**config.mk**
```make
export PLATFORM = sky130hd
export DESIGN_NAME = pmev_regs
export DESIGN_NICKNAME = d
export VERILOG_FILES = /design/src/pmev_pkg.sv /design/src/pmev_fifo.sv /design/src/pmev_regs.sv
export VERILOG_INCLUDE_DIRS = /design/src
export SDC_FILE = /design/constraint.sdc
export NUM_CORES = 1
export LEC_CHECK = 0
export ABC_CLOCK_PERIOD_IN_PS = 6800
export BUFFER_PORTS_ARGS = -buffer_cell sky130_fd_sc_hd__buf_2
export CORE_ASPECT_RATIO = 0.9
export CORE_MARGIN = 5
export CORE_UTILIZATION = 33
export CTS_CLUSTER_SIZE = 28
export DETAILED_ROUTE_END_ITERATION = 8
export MAX_ROUTING_LAYER = met4
export PLACE_DENSITY = 0.53
export SKIP_CTS_REPAIR_TIMING = 1
export SLEW_MARGIN = 20
export SYNTH_ARGS = -nofsm -noshare
export SYNTH_HDL_FRONTEND = slang
export SYNTH_SLANG_ARGS = --single-unit
```
**constraint.sdc**
```tcl
create_clock -name ref_clk_in -period 6.8 [get_ports ref_clk_in]
set_clock_uncertainty 0.2 [all_clocks]
set_input_delay 1.36 -clock ref_clk_in [delete_from_list [all_inputs] [get_ports ref_clk_in]]
set_output_delay 1.36 -clock ref_clk_in [all_outputs]
set_load 0.03 [all_outputs]
```
**src/pmev_defines.svh**
```systemverilog
`ifndef PMEV_DEFINES_SVH
`define PMEV_DEFINES_SVH
// register offsets within the control space
`define PMEV_OFS_STATUS     16'h8500
`define PMEV_OFS_PKT_CTRL   16'h8504
`define PMEV_OFS_CLK_STOP   16'h8508
// status flag positions
`define PMEV_BIT_PIN        0
`define PMEV_BIT_IO         1
`define PMEV_BIT_MEM        2
// packet control and clock-stop field positions
`define PMEV_BIT_VIDEO_EVENT_ENABLE     0
`define PMEV_BIT_CPU_EN     1
`define PMEV_BIT_CPU_RD     2
`define PMEV_BIT_IVL_LO     3
`define PMEV_BIT_IVL_HI     4
`define PMEV_BIT_XTEST      5
`define PMEV_BIT_CSTP       0
// packet bit positions
`define PMEV_PKT_VID_DEC    0
`define PMEV_PKT_USR_DEF    1
`define PMEV_PKT_CPU_ACT    6
`define PMEV_PKT_VID_IRQ    7
// reset value of the low byte
`define PMEV_RST_BYTE       8'h00
// interval codes
`define PMEV_IVL_OFF        2'h0
`define PMEV_IVL_1MS        2'h1
`define PMEV_IVL_5MS        2'h2
`define PMEV_IVL_10MS       2'h3
// timing: clock in kHz and interval in ms
`define PMEV_CLK_KHZ        40000
`define PMEV_T1_MS          1
`define PMEV_T5_MS          5
`define PMEV_T10_MS         10
`define PMEV_START_CYC      4'h2
`define PMEV_LAST_BIT       3'h7
`define PMEV_FIFO_DEPTH     4
`endif

```
**src/pmev_pkg.sv**
```systemverilog
package pmev_pkg;
	typedef enum logic [3:0] {
		PMEV_IDLE  = 4'b0001,
		PMEV_START = 4'b0010,
		PMEV_SHIFT = 4'b0100,
		PMEV_END   = 4'b1000
	} pmev_state_t;
endpackage

```
**src/pmev_fifo.sv**
```systemverilog
`timescale 1ns/100ps
// small flop fifo; ready low when full pushes back on the source
module pmev_fifo #(
	parameter int WIDTH = 8,
	parameter int DEPTH = 4
) (
	input  wire logic             ref_clk_in,
	input  wire logic             arst_n_in,
	input  wire logic [WIDTH-1:0] in_data_in,
	input  wire logic             in_valid_in,
	output logic                  in_ready_out,
	output logic      [WIDTH-1:0] out_data_out,
	output logic                  out_valid_out,
	input  wire logic             out_ready_in
);
	localparam int AW = $clog2(DEPTH);
	logic [WIDTH-1:0] mem_q [DEPTH];
	logic [AW-1:0]    wr_q;
	logic [AW-1:0]    rd_q;
	logic [AW:0]      cnt_q;
	logic             push;
	logic             pop;

	// handshake terms
	assign in_ready_out  = (cnt_q != (AW+1)'(DEPTH));
	assign out_valid_out = (cnt_q != '0);
	assign push          = in_valid_in && in_ready_out;
	assign pop           = out_valid_out && out_ready_in;
	assign out_data_out  = mem_q[rd_q];

	// storage written at the tail
	always_ff @(posedge ref_clk_in or negedge arst_n_in) begin
		if (!arst_n_in) begin
			for (int i = 0; i < DEPTH; i++) begin
				mem_q[i] <= '0;
			end
		end else if (push) begin
			mem_q[wr_q] <= in_data_in;
		end
	end

	// pointers and fill level
	always_ff @(posedge ref_clk_in or negedge arst_n_in) begin
		if (!arst_n_in) begin
			wr_q  <= '0;
			rd_q  <= '0;
			cnt_q <= '0;
		end else begin
			if (push) begin
				wr_q <= (wr_q == AW'(DEPTH-1)) ? '0 : wr_q + 1'b1;
			end
			if (pop) begin
				rd_q <= (rd_q == AW'(DEPTH-1)) ? '0 : rd_q + 1'b1;
			end
			cnt_q <= cnt_q + (AW+1)'(push) - (AW+1)'(pop);
		end
	end
endmodule

```
**src/pmev_regs.sv**
```systemverilog
`timescale 1ns/100ps
`include "pmev_defines.svh"
// Functional notes
// - set memory-emulation flag, bit 2, on graphics-memory emulation interrupt
// - set I/O-emulation flag, bit 1, on I/O emulation interrupt
// - set external-pin flag, bit 0, when request pin goes active
// - cause flags clear only by writing one; zero leaves them
// - writing one to bit 5 sends the packet at once
// - bit 5 reads back zero always
// - bits 4:3 pick interval: off, 1 ms, 5 ms, 10 ms
// - data-read misses reported only with read enable; fetches never
// - read enable ignored unless master enable is set
// - master enable records non-fetch misses in packet bit 6
// - video enable lets video decode events into packet bit 0
// - clock-stop bit 0 keeps memory and display clocks in suspend
// - clock-stop bit 1 allows system clock to halt in suspend; bit 1 is not stored here and reads zero
// - reset clears low eight bits of every register
// - line low until interval, then high two clocks as start mark
// - shift bits 7 to 0, one-clock high end mark, then clear
// - interval send only with a packet bit set and interval over
// - packet bits hold until handed to the fifo; events accumulate
module pmev_regs (
	input  wire logic        ref_clk_in,
	input  wire logic        arst_n_in,
	input  wire logic [15:0] reg_addr_in,
	input  wire logic        reg_wr_in,
	input  wire logic        reg_rd_in,
	input  wire logic [31:0] reg_wdata_in,
	output logic      [31:0] reg_rdata_out,
	input  wire logic        emul_mem_event_in,
	input  wire logic        emul_io_event_in,
	input  wire logic        mgmt_interrupt_request_pin_n_in,
	input  wire logic        cache_miss_in,
	input  wire logic        cache_miss_read_in,
	input  wire logic        cache_miss_fetch_in,
	input  wire logic        video_decode_in,
	input  wire logic        user_decode_in,
	input  wire logic        video_irq_in,
	output logic             packet_serial_out,
	output logic             suspend_clock_stop_mode_out,
	output logic             pkt_busy_out
);
	logic [2:0]           cause_q;
	logic [4:0]           ctrl_q;
	logic                 cstp_q;
	logic [7:0]           pkt_q;
	logic [7:0]           pkt_d;
	logic [18:0]          ivl_cnt_q;
	logic [18:0]          ivl_lim;
	logic                 ivl_done;
	logic                 xtest_q;
	logic                 fifo_in_valid;
	logic                 fifo_in_ready;
	logic [7:0]           fifo_data;
	logic                 fifo_valid;
	logic                 fifo_ready;
	logic [7:0]           shift_q;
	logic [2:0]           bit_q;
	logic [3:0]           start_q;
	logic                 sout_q;
	logic                 wr_stat;
	logic                 wr_ctrl;
	logic                 wr_cstp;
	logic                 cpu_act;
	logic [2:0]           cause_set;
	logic                 rd_stat;
	logic                 rd_ctrl;
	logic                 rd_cstp;
	pmev_pkg::pmev_state_t state_q;

	// register map, low byte only; bits 31:8 are never stored
	// status word at the first offset:
	//   bit 2 memory emulation cause, bit 1 i/o emulation cause
	//   bit 0 external request pin cause, bits 7:3 read zero
	//   each cause bit is sticky and clears on a written one
	// packet control word at the second offset:
	//   bit 5 test send, write only, always reads zero
	//   bits 4:3 interval code: off, 1 ms, 5 ms, 10 ms
	//   bit 2 read-miss reporting, ignored without bit 1
	//   bit 1 cache-activity master enable
	//   bit 0 video event enable
	// clock-stop word at the third offset:
	//   bit 0 suspend clock-stop mode, the rest read zero
	// packet byte, cleared once handed to the fifo:
	//   bit 7 vertical sync, bit 6 cache activity
	//   bit 1 address-range decode, bit 0 video decode
	// limitation: the interval is counted from the last handover,
	//   so a test send also restarts the interval
	// limitation: a test send goes out even with an empty packet,
	//   which lets the far side check framing on its own
	// hazard: the interval counter holds at its limit when the fifo
	//   is full, so no send is dropped, only delayed

	localparam logic [18:0] CYC_1MS  = 19'(`PMEV_CLK_KHZ * `PMEV_T1_MS);
	localparam logic [18:0] CYC_5MS  = 19'(`PMEV_CLK_KHZ * `PMEV_T5_MS);
	localparam logic [18:0] CYC_10MS = 19'(`PMEV_CLK_KHZ * `PMEV_T10_MS);

	// address decode shared by reads and writes
	function automatic logic hit(input logic [15:0] a, input logic [15:0] o);
		hit = (a == o);
	endfunction

	assign wr_stat = reg_wr_in && hit(reg_addr_in, `PMEV_OFS_STATUS);
	assign wr_ctrl = reg_wr_in && hit(reg_addr_in, `PMEV_OFS_PKT_CTRL);
	assign wr_cstp = reg_wr_in && hit(reg_addr_in, `PMEV_OFS_CLK_STOP);

	// read strobes per register, decoded once for the read mux
	assign rd_stat = reg_rd_in && hit(reg_addr_in, `PMEV_OFS_STATUS);
	assign rd_ctrl = reg_rd_in && hit(reg_addr_in, `PMEV_OFS_PKT_CTRL);
	assign rd_cstp = reg_rd_in && hit(reg_addr_in, `PMEV_OFS_CLK_STOP);

	// raw cause inputs, the request pin taken active low
	assign cause_set = {emul_mem_event_in,
		emul_io_event_in,
		~mgmt_interrupt_request_pin_n_in};

	// cause flags: set beats write-one clear so no event is lost
	always_ff @(posedge ref_clk_in or negedge arst_n_in) begin
		if (!arst_n_in) begin
			cause_q <= 3'h0;
		end else begin
			cause_q <= (cause_q & ~(wr_stat ? reg_wdata_in[2:0] : 3'h0))
				| cause_set;
		end
	end

	// packet control and clock-stop; upper bits are never stored
	always_ff @(posedge ref_clk_in or negedge arst_n_in) begin
		if (!arst_n_in) begin
			ctrl_q  <= 5'h00;
			cstp_q  <= 1'b0;
			xtest_q <= 1'b0;
		end else begin
			if (wr_ctrl) begin
				ctrl_q <= reg_wdata_in[`PMEV_BIT_XTEST-1:0];
			end
			if (wr_cstp) begin
				cstp_q <= reg_wdata_in[`PMEV_BIT_CSTP];
			end
			// test request held until the fifo accepts it
			if (wr_ctrl && reg_wdata_in[`PMEV_BIT_XTEST]) begin
				xtest_q <= 1'b1;
			end else if (fifo_in_ready) begin
				xtest_q <= 1'b0;
			end
		end
	end

	// mode bit goes straight out to the suspend sequencer
	assign suspend_clock_stop_mode_out = cstp_q;

	// read mux; test bit and reserved bits read zero
	always_comb begin
		reg_rdata_out = 32'h0;
		if (rd_stat) begin
			reg_rdata_out[2:0] = cause_q;
		end else if (rd_ctrl) begin
			reg_rdata_out[4:0] = ctrl_q;
		end else if (rd_cstp) begin
			reg_rdata_out[`PMEV_BIT_CSTP] = cstp_q;
		end
	end

	// cache activity: fetches never count, reads need both enables
	assign cpu_act = ctrl_q[`PMEV_BIT_CPU_EN] && cache_miss_in
		&& !cache_miss_fetch_in
		&& (!cache_miss_read_in || ctrl_q[`PMEV_BIT_CPU_RD]);

	// interval limit per code
	always_comb begin
		unique case (ctrl_q[`PMEV_BIT_IVL_HI:`PMEV_BIT_IVL_LO])
			`PMEV_IVL_OFF:  ivl_lim = 19'h0;
			`PMEV_IVL_1MS:  ivl_lim = CYC_1MS - 19'h1;
			`PMEV_IVL_5MS:  ivl_lim = CYC_5MS - 19'h1;
			`PMEV_IVL_10MS: ivl_lim = CYC_10MS - 19'h1;
		endcase
	end

	// interval over only while a code other than off is selected
	assign ivl_done = (ctrl_q[`PMEV_BIT_IVL_HI:`PMEV_BIT_IVL_LO] != `PMEV_IVL_OFF)
		&& (ivl_cnt_q >= ivl_lim);

	// interval counter holds at the limit until a send empties the packet
	always_ff @(posedge ref_clk_in or negedge arst_n_in) begin
		if (!arst_n_in) begin
			ivl_cnt_q <= 19'h0;
		end else if (fifo_in_valid && fifo_in_ready) begin
			ivl_cnt_q <= 19'h0;
		end else if (!ivl_done) begin
			ivl_cnt_q <= ivl_cnt_q + 19'h1;
		end
	end

	// hand the snapshot over when it holds a bit and time is up, or on test
	assign fifo_in_valid = xtest_q || (ivl_done && (pkt_q != 8'h00));

	// packet bits accumulate; the handed-over snapshot is cleared
	always_comb begin
		pkt_d = pkt_q;
		if (fifo_in_valid && fifo_in_ready) begin
			pkt_d = 8'h00;
		end
		pkt_d[`PMEV_PKT_VID_DEC] = pkt_d[`PMEV_PKT_VID_DEC]
			| (video_decode_in && ctrl_q[`PMEV_BIT_VIDEO_EVENT_ENABLE]);
		pkt_d[`PMEV_PKT_USR_DEF] = pkt_d[`PMEV_PKT_USR_DEF] | user_decode_in;
		pkt_d[`PMEV_PKT_CPU_ACT] = pkt_d[`PMEV_PKT_CPU_ACT] | cpu_act;
		pkt_d[`PMEV_PKT_VID_IRQ] = pkt_d[`PMEV_PKT_VID_IRQ] | video_irq_in;
	end

	// packet byte register
	always_ff @(posedge ref_clk_in or negedge arst_n_in) begin
		if (!arst_n_in) begin
			pkt_q <= `PMEV_RST_BYTE;
		end else begin
			pkt_q <= pkt_d;
		end
	end

	// snapshots queue here while a frame is still on the line
	pmev_fifo #(
		.WIDTH (8),
		.DEPTH (`PMEV_FIFO_DEPTH)
	) u_fifo (
		.ref_clk_in    (ref_clk_in),
		.arst_n_in     (arst_n_in),
		.in_data_in    (pkt_q),
		.in_valid_in   (fifo_in_valid),
		.in_ready_out  (fifo_in_ready),
		.out_data_out  (fifo_data),
		.out_valid_out (fifo_valid),
		.out_ready_in  (fifo_ready)
	);

	// serialiser pulls a byte only when idle, so the fifo can fill
	assign fifo_ready   = (state_q == pmev_pkg::PMEV_IDLE);
	assign pkt_busy_out = (state_q != pmev_pkg::PMEV_IDLE);

	// frame sequencer: start mark, eight bits, end mark
	// the end state always gives one low cycle before the next start,
	// so the far side can find the next frame edge
	always_ff @(posedge ref_clk_in or negedge arst_n_in) begin
		if (!arst_n_in) begin
			state_q <= pmev_pkg::PMEV_IDLE;
			shift_q <= 8'h00;
			bit_q   <= 3'h0;
			start_q <= 4'h0;
		end else begin
			unique case (state_q)
				pmev_pkg::PMEV_IDLE: begin
					if (fifo_valid) begin
						shift_q <= fifo_data;
						start_q <= 4'h1;
						state_q <= pmev_pkg::PMEV_START;
					end
				end
				pmev_pkg::PMEV_START: begin
					start_q <= start_q + 4'h1;
					if (start_q == `PMEV_START_CYC) begin
						bit_q   <= `PMEV_LAST_BIT;
						state_q <= pmev_pkg::PMEV_SHIFT;
					end
				end
				pmev_pkg::PMEV_SHIFT: begin
					bit_q <= bit_q - 3'h1;
					if (bit_q == 3'h0) begin
						state_q <= pmev_pkg::PMEV_END;
					end
				end
				pmev_pkg::PMEV_END: begin
					state_q <= pmev_pkg::PMEV_IDLE;
				end
				default: state_q <= pmev_pkg::PMEV_IDLE;
			endcase
		end
	end

	// registered line: start high, msb first, one-clock end mark
	always_ff @(posedge ref_clk_in or negedge arst_n_in) begin
		if (!arst_n_in) begin
			sout_q <= 1'b0;
		end else begin
			unique case (state_q)
				pmev_pkg::PMEV_IDLE:  sout_q <= fifo_valid;
				pmev_pkg::PMEV_START: sout_q <= (start_q == `PMEV_START_CYC)
					? shift_q[`PMEV_LAST_BIT] : 1'b1;
				pmev_pkg::PMEV_SHIFT: sout_q <= (bit_q == 3'h0)
					? 1'b1 : shift_q[bit_q - 3'h1];
				pmev_pkg::PMEV_END:   sout_q <= 1'b0;
				default:              sout_q <= 1'b0;
			endcase
		end
	end

	assign packet_serial_out = sout_q;
endmodule

```
==> results.json <==
{
  "drtAntennaViolNets": 0,
  "fmax_mhz": 232,
  "worst_pin_slew_ps": 961,
  "power_switching_w": 0.000597,
  "rows": 42,
  "synth_top_family_by_area": "simple AND/OR/NAND/NOR gates",
  "grt_pass1_wl_um": 19800,
  "syn_avg_cell_area_um2": 9.16,
  "async_flop_share_pct": 100,
  "drt_wl_total_um": 11700,
  "critPathArrivalTime_ps": 2750,
  "synth-simple-area-share_pct": 18.3,
  "internal_power_w": 0.00108,
  "final.setup.tns_ps": 0,
  "grt_overflow": 0,
  "synth_flop_cell": "dfrtp_1",
  "status": "finished clean",
  "layout_commonest_cell": "dfrtp_1",
  "power_w": 0.00168,
  "hpwl_um": 7860,
  "seqPwrFrac_pct": 36.4,
  "drt_iter0_markers": 251,
  "finalHoldViolCount": 0,
  "antenna_cells": 0,
  "areaGrowthSynthToFinish_pct": 9.40,
  "clockBufferDepth": 2,
  "final_cell_mix": "dfrtp_1 (70), inv_1 (44), buf_2 (41), nand2_1 (38), o21ai_0 (33)",
  "period_needed_ps": 4310,
  "vias_per_cell": 5.35,
  "port_buffers": 42,
  "syn_area_um2": 4970,
  "cts_max_level": 3,
  "synth_fa_ha_area_share_pct": 7.71,
  "syn_inst": 542,
  "grt_pass1_vias": 3966,
  "synth_cell_types": 70,
  "p_sw_share_pct": 35.6,
  "boundaryPins": 96,
  "yosys.area_share.xor_xnor_pct": 0.882,
  "clk-insertion-delay-late_ps": 340,
  "combPwrFrac_pct": 30.2,
  "critPathRequiredTime_ps": 5240,
  "cp_max_fo": 4,
  "fp.dieW_um": 139,
  "die_area_um2": 17600,
  "first_pass_iters": 4,
  "finalSetupViolCount": 0,
  "muxShareOfSynthArea_pct": 5.74,
  "period_share_pct": 63.3,
  "grtUsageTotal_pct": 13.8,
  "path_clk_slew_ps": 60,
  "rsz0062_at_grt": "no",
  "core_area_um2": 14800,
  "hp-class": "reg -> reg",
  "synth_compound_area_share_pct": 18.3,
  "numCtsBuffers": 9,
  "vias": 4097,
  "yosys_warnings": 0,
  "holdWs_ps": 274,
  "wire_per_inst_um": 15.2,
  "maxSlewViolCount": 0,
  "cts_tree": "built",
  "start_util_pct": 33.6,
  "gp_congestion": 0.786,
  "irDropWorstVdd_uv": 154,
  "fp.dieH_um": 126,
  "remaining_drc_errors": 0,
  "grt_max_degree": 73,
  "nets": 654,
  "power_density_nw_per_um2": 309,
  "synth_edf_count": 0,
  "p_clk_share_pct": 33.4,
  "fillers": 1487,
  "maxCapViolCount": 0,
  "antenna_found_initial": 0,
  "worstSetupEndpointType": "output port",
  "synth-seq-cells": 72,
  "cts-root-buf": "clkbuf_16",
  "seq_area_frac_synth_pct": 36.3,
  "p_leak_nw": 2.39,
  "cts_sinks": 72,
  "relSlewSlack_pct": 36.0,
  "critical_path_class": "in -> out",
  "drive_gt1_share_pct": 16.4,
  "critPathLaunchType": "input port"
}
[worst max-delay path: stages]
cell and delay [ps]:
buf_2 100, nor4b_1 270, and4_1 240, nand2_1 80, or2_2 320, nor3_1 150, buf_2 230
[stage by stage]
| step | std cells | setup WS [ps] | util (%) | instance area [um^2] |
|---|---|---|---|---|
| after floorplan | 568 | 2390 | - | 5060 |
| after global placement | 750 | 2520 | 34.4 | 5080 |
| after detailed placement | 750 | 2450 | 34.4 | 5090 |
| after CTS | 766 | 2460 | 36.8 | 5430 |
| after global routing | 766 | 2340 | 36.8 | 5430 |
| final | 766 | 2490 | 36.8 | 5430 |
[area by class of cell]
class                           instances  area, um^2  share of cell area (%)
Multi-Input combinational cell        390        2630                    48.4
Sequential cell                        72        1800                    33.2
Tap cell                              198         248                    4.56
Clock buffer                           11         243                    4.47
Timing Repair Buffer                   45         235                    4.33
Inverter                               45         169                    3.11
Clock inverter                          5         104                    1.91
[flip-flops by register name (all words and copies together) (netlist names)]
signal and count:
u_fifo.wr_q 2, pkt_q 4, start_q 4, suspend_clock_stop_mode_out 1
ctrl_q 5, state_q 4, ivl_cnt_q 19, shift_q 4
cause_q 3, u_fifo.cnt_q 3, u_fifo.mem_q 16, bit_q 3
xtest_q 1, u_fifo.rd_q 2, packet_serial_out 1
[logic make-up (layout without fill, tap and decap cells)]
kind of cell	count (synthesis)	in the layout
simple gates	171	171
flops	72	72
fa+ha+maj	30	30
compound gates	135	135
xor+xnor	5	5
other cells	1	27
buf+inv	106	106
mux	22	22
[synthesized netlist by cell type, types with 15 or more instances]
cell     instances  area share, %
inv_1           44            3.3
nor2_1          28            2.1
nand4_1         24            3.0
a21oi_1         28            2.8
dfrtp_1         71             36
o21ai_0         33            3.3
buf_4           37            5.6
nand2_1         38            2.9
a22oi_1         15            2.3
nand3_1         26            2.6
ha_1            29            7.3
[routing by layer]
metal,GRT usage (%),share of wire [%],wire (um)
met5,-,0,0
met4,4.32,1.0,117
met3,2.52,4.9,572
met2,21.1,47,5430
met1,18.8,48,5540
[path summary, 6_finish.rpt]
check / start / to / slack (ps) / cells after the start
min reg2reg: cause_q[1] / cause_q[1] / 270 / 1
max: reg_addr_in[13] / reg_rdata_out[3] / 2490 / 7
min in group asynchronous: arst_n_in / ivl_cnt_q[1] / 980 / 1
min: cause_q[1] / cause_q[1] / 270 / 1
max in group asynchronous: arst_n_in / xtest_q / 4760 / 1
max reg2reg: ctrl_q[4] / ivl_cnt_q[18] / 2760 / 11
[power groups by stage]
stage	Combinational, W	Sequential [W]	Clock, W
floorplan	0.000436	0.000583	0
detailed placement	0.000512	0.000618	0
CTS	0.000513	0.000611	0.000571
global route	0.000581	0.000630	0.000586
finish	0.000507	0.000611	0.000560
global placement	0.000492	0.000613	0
(Power assumes the default switching activity.)
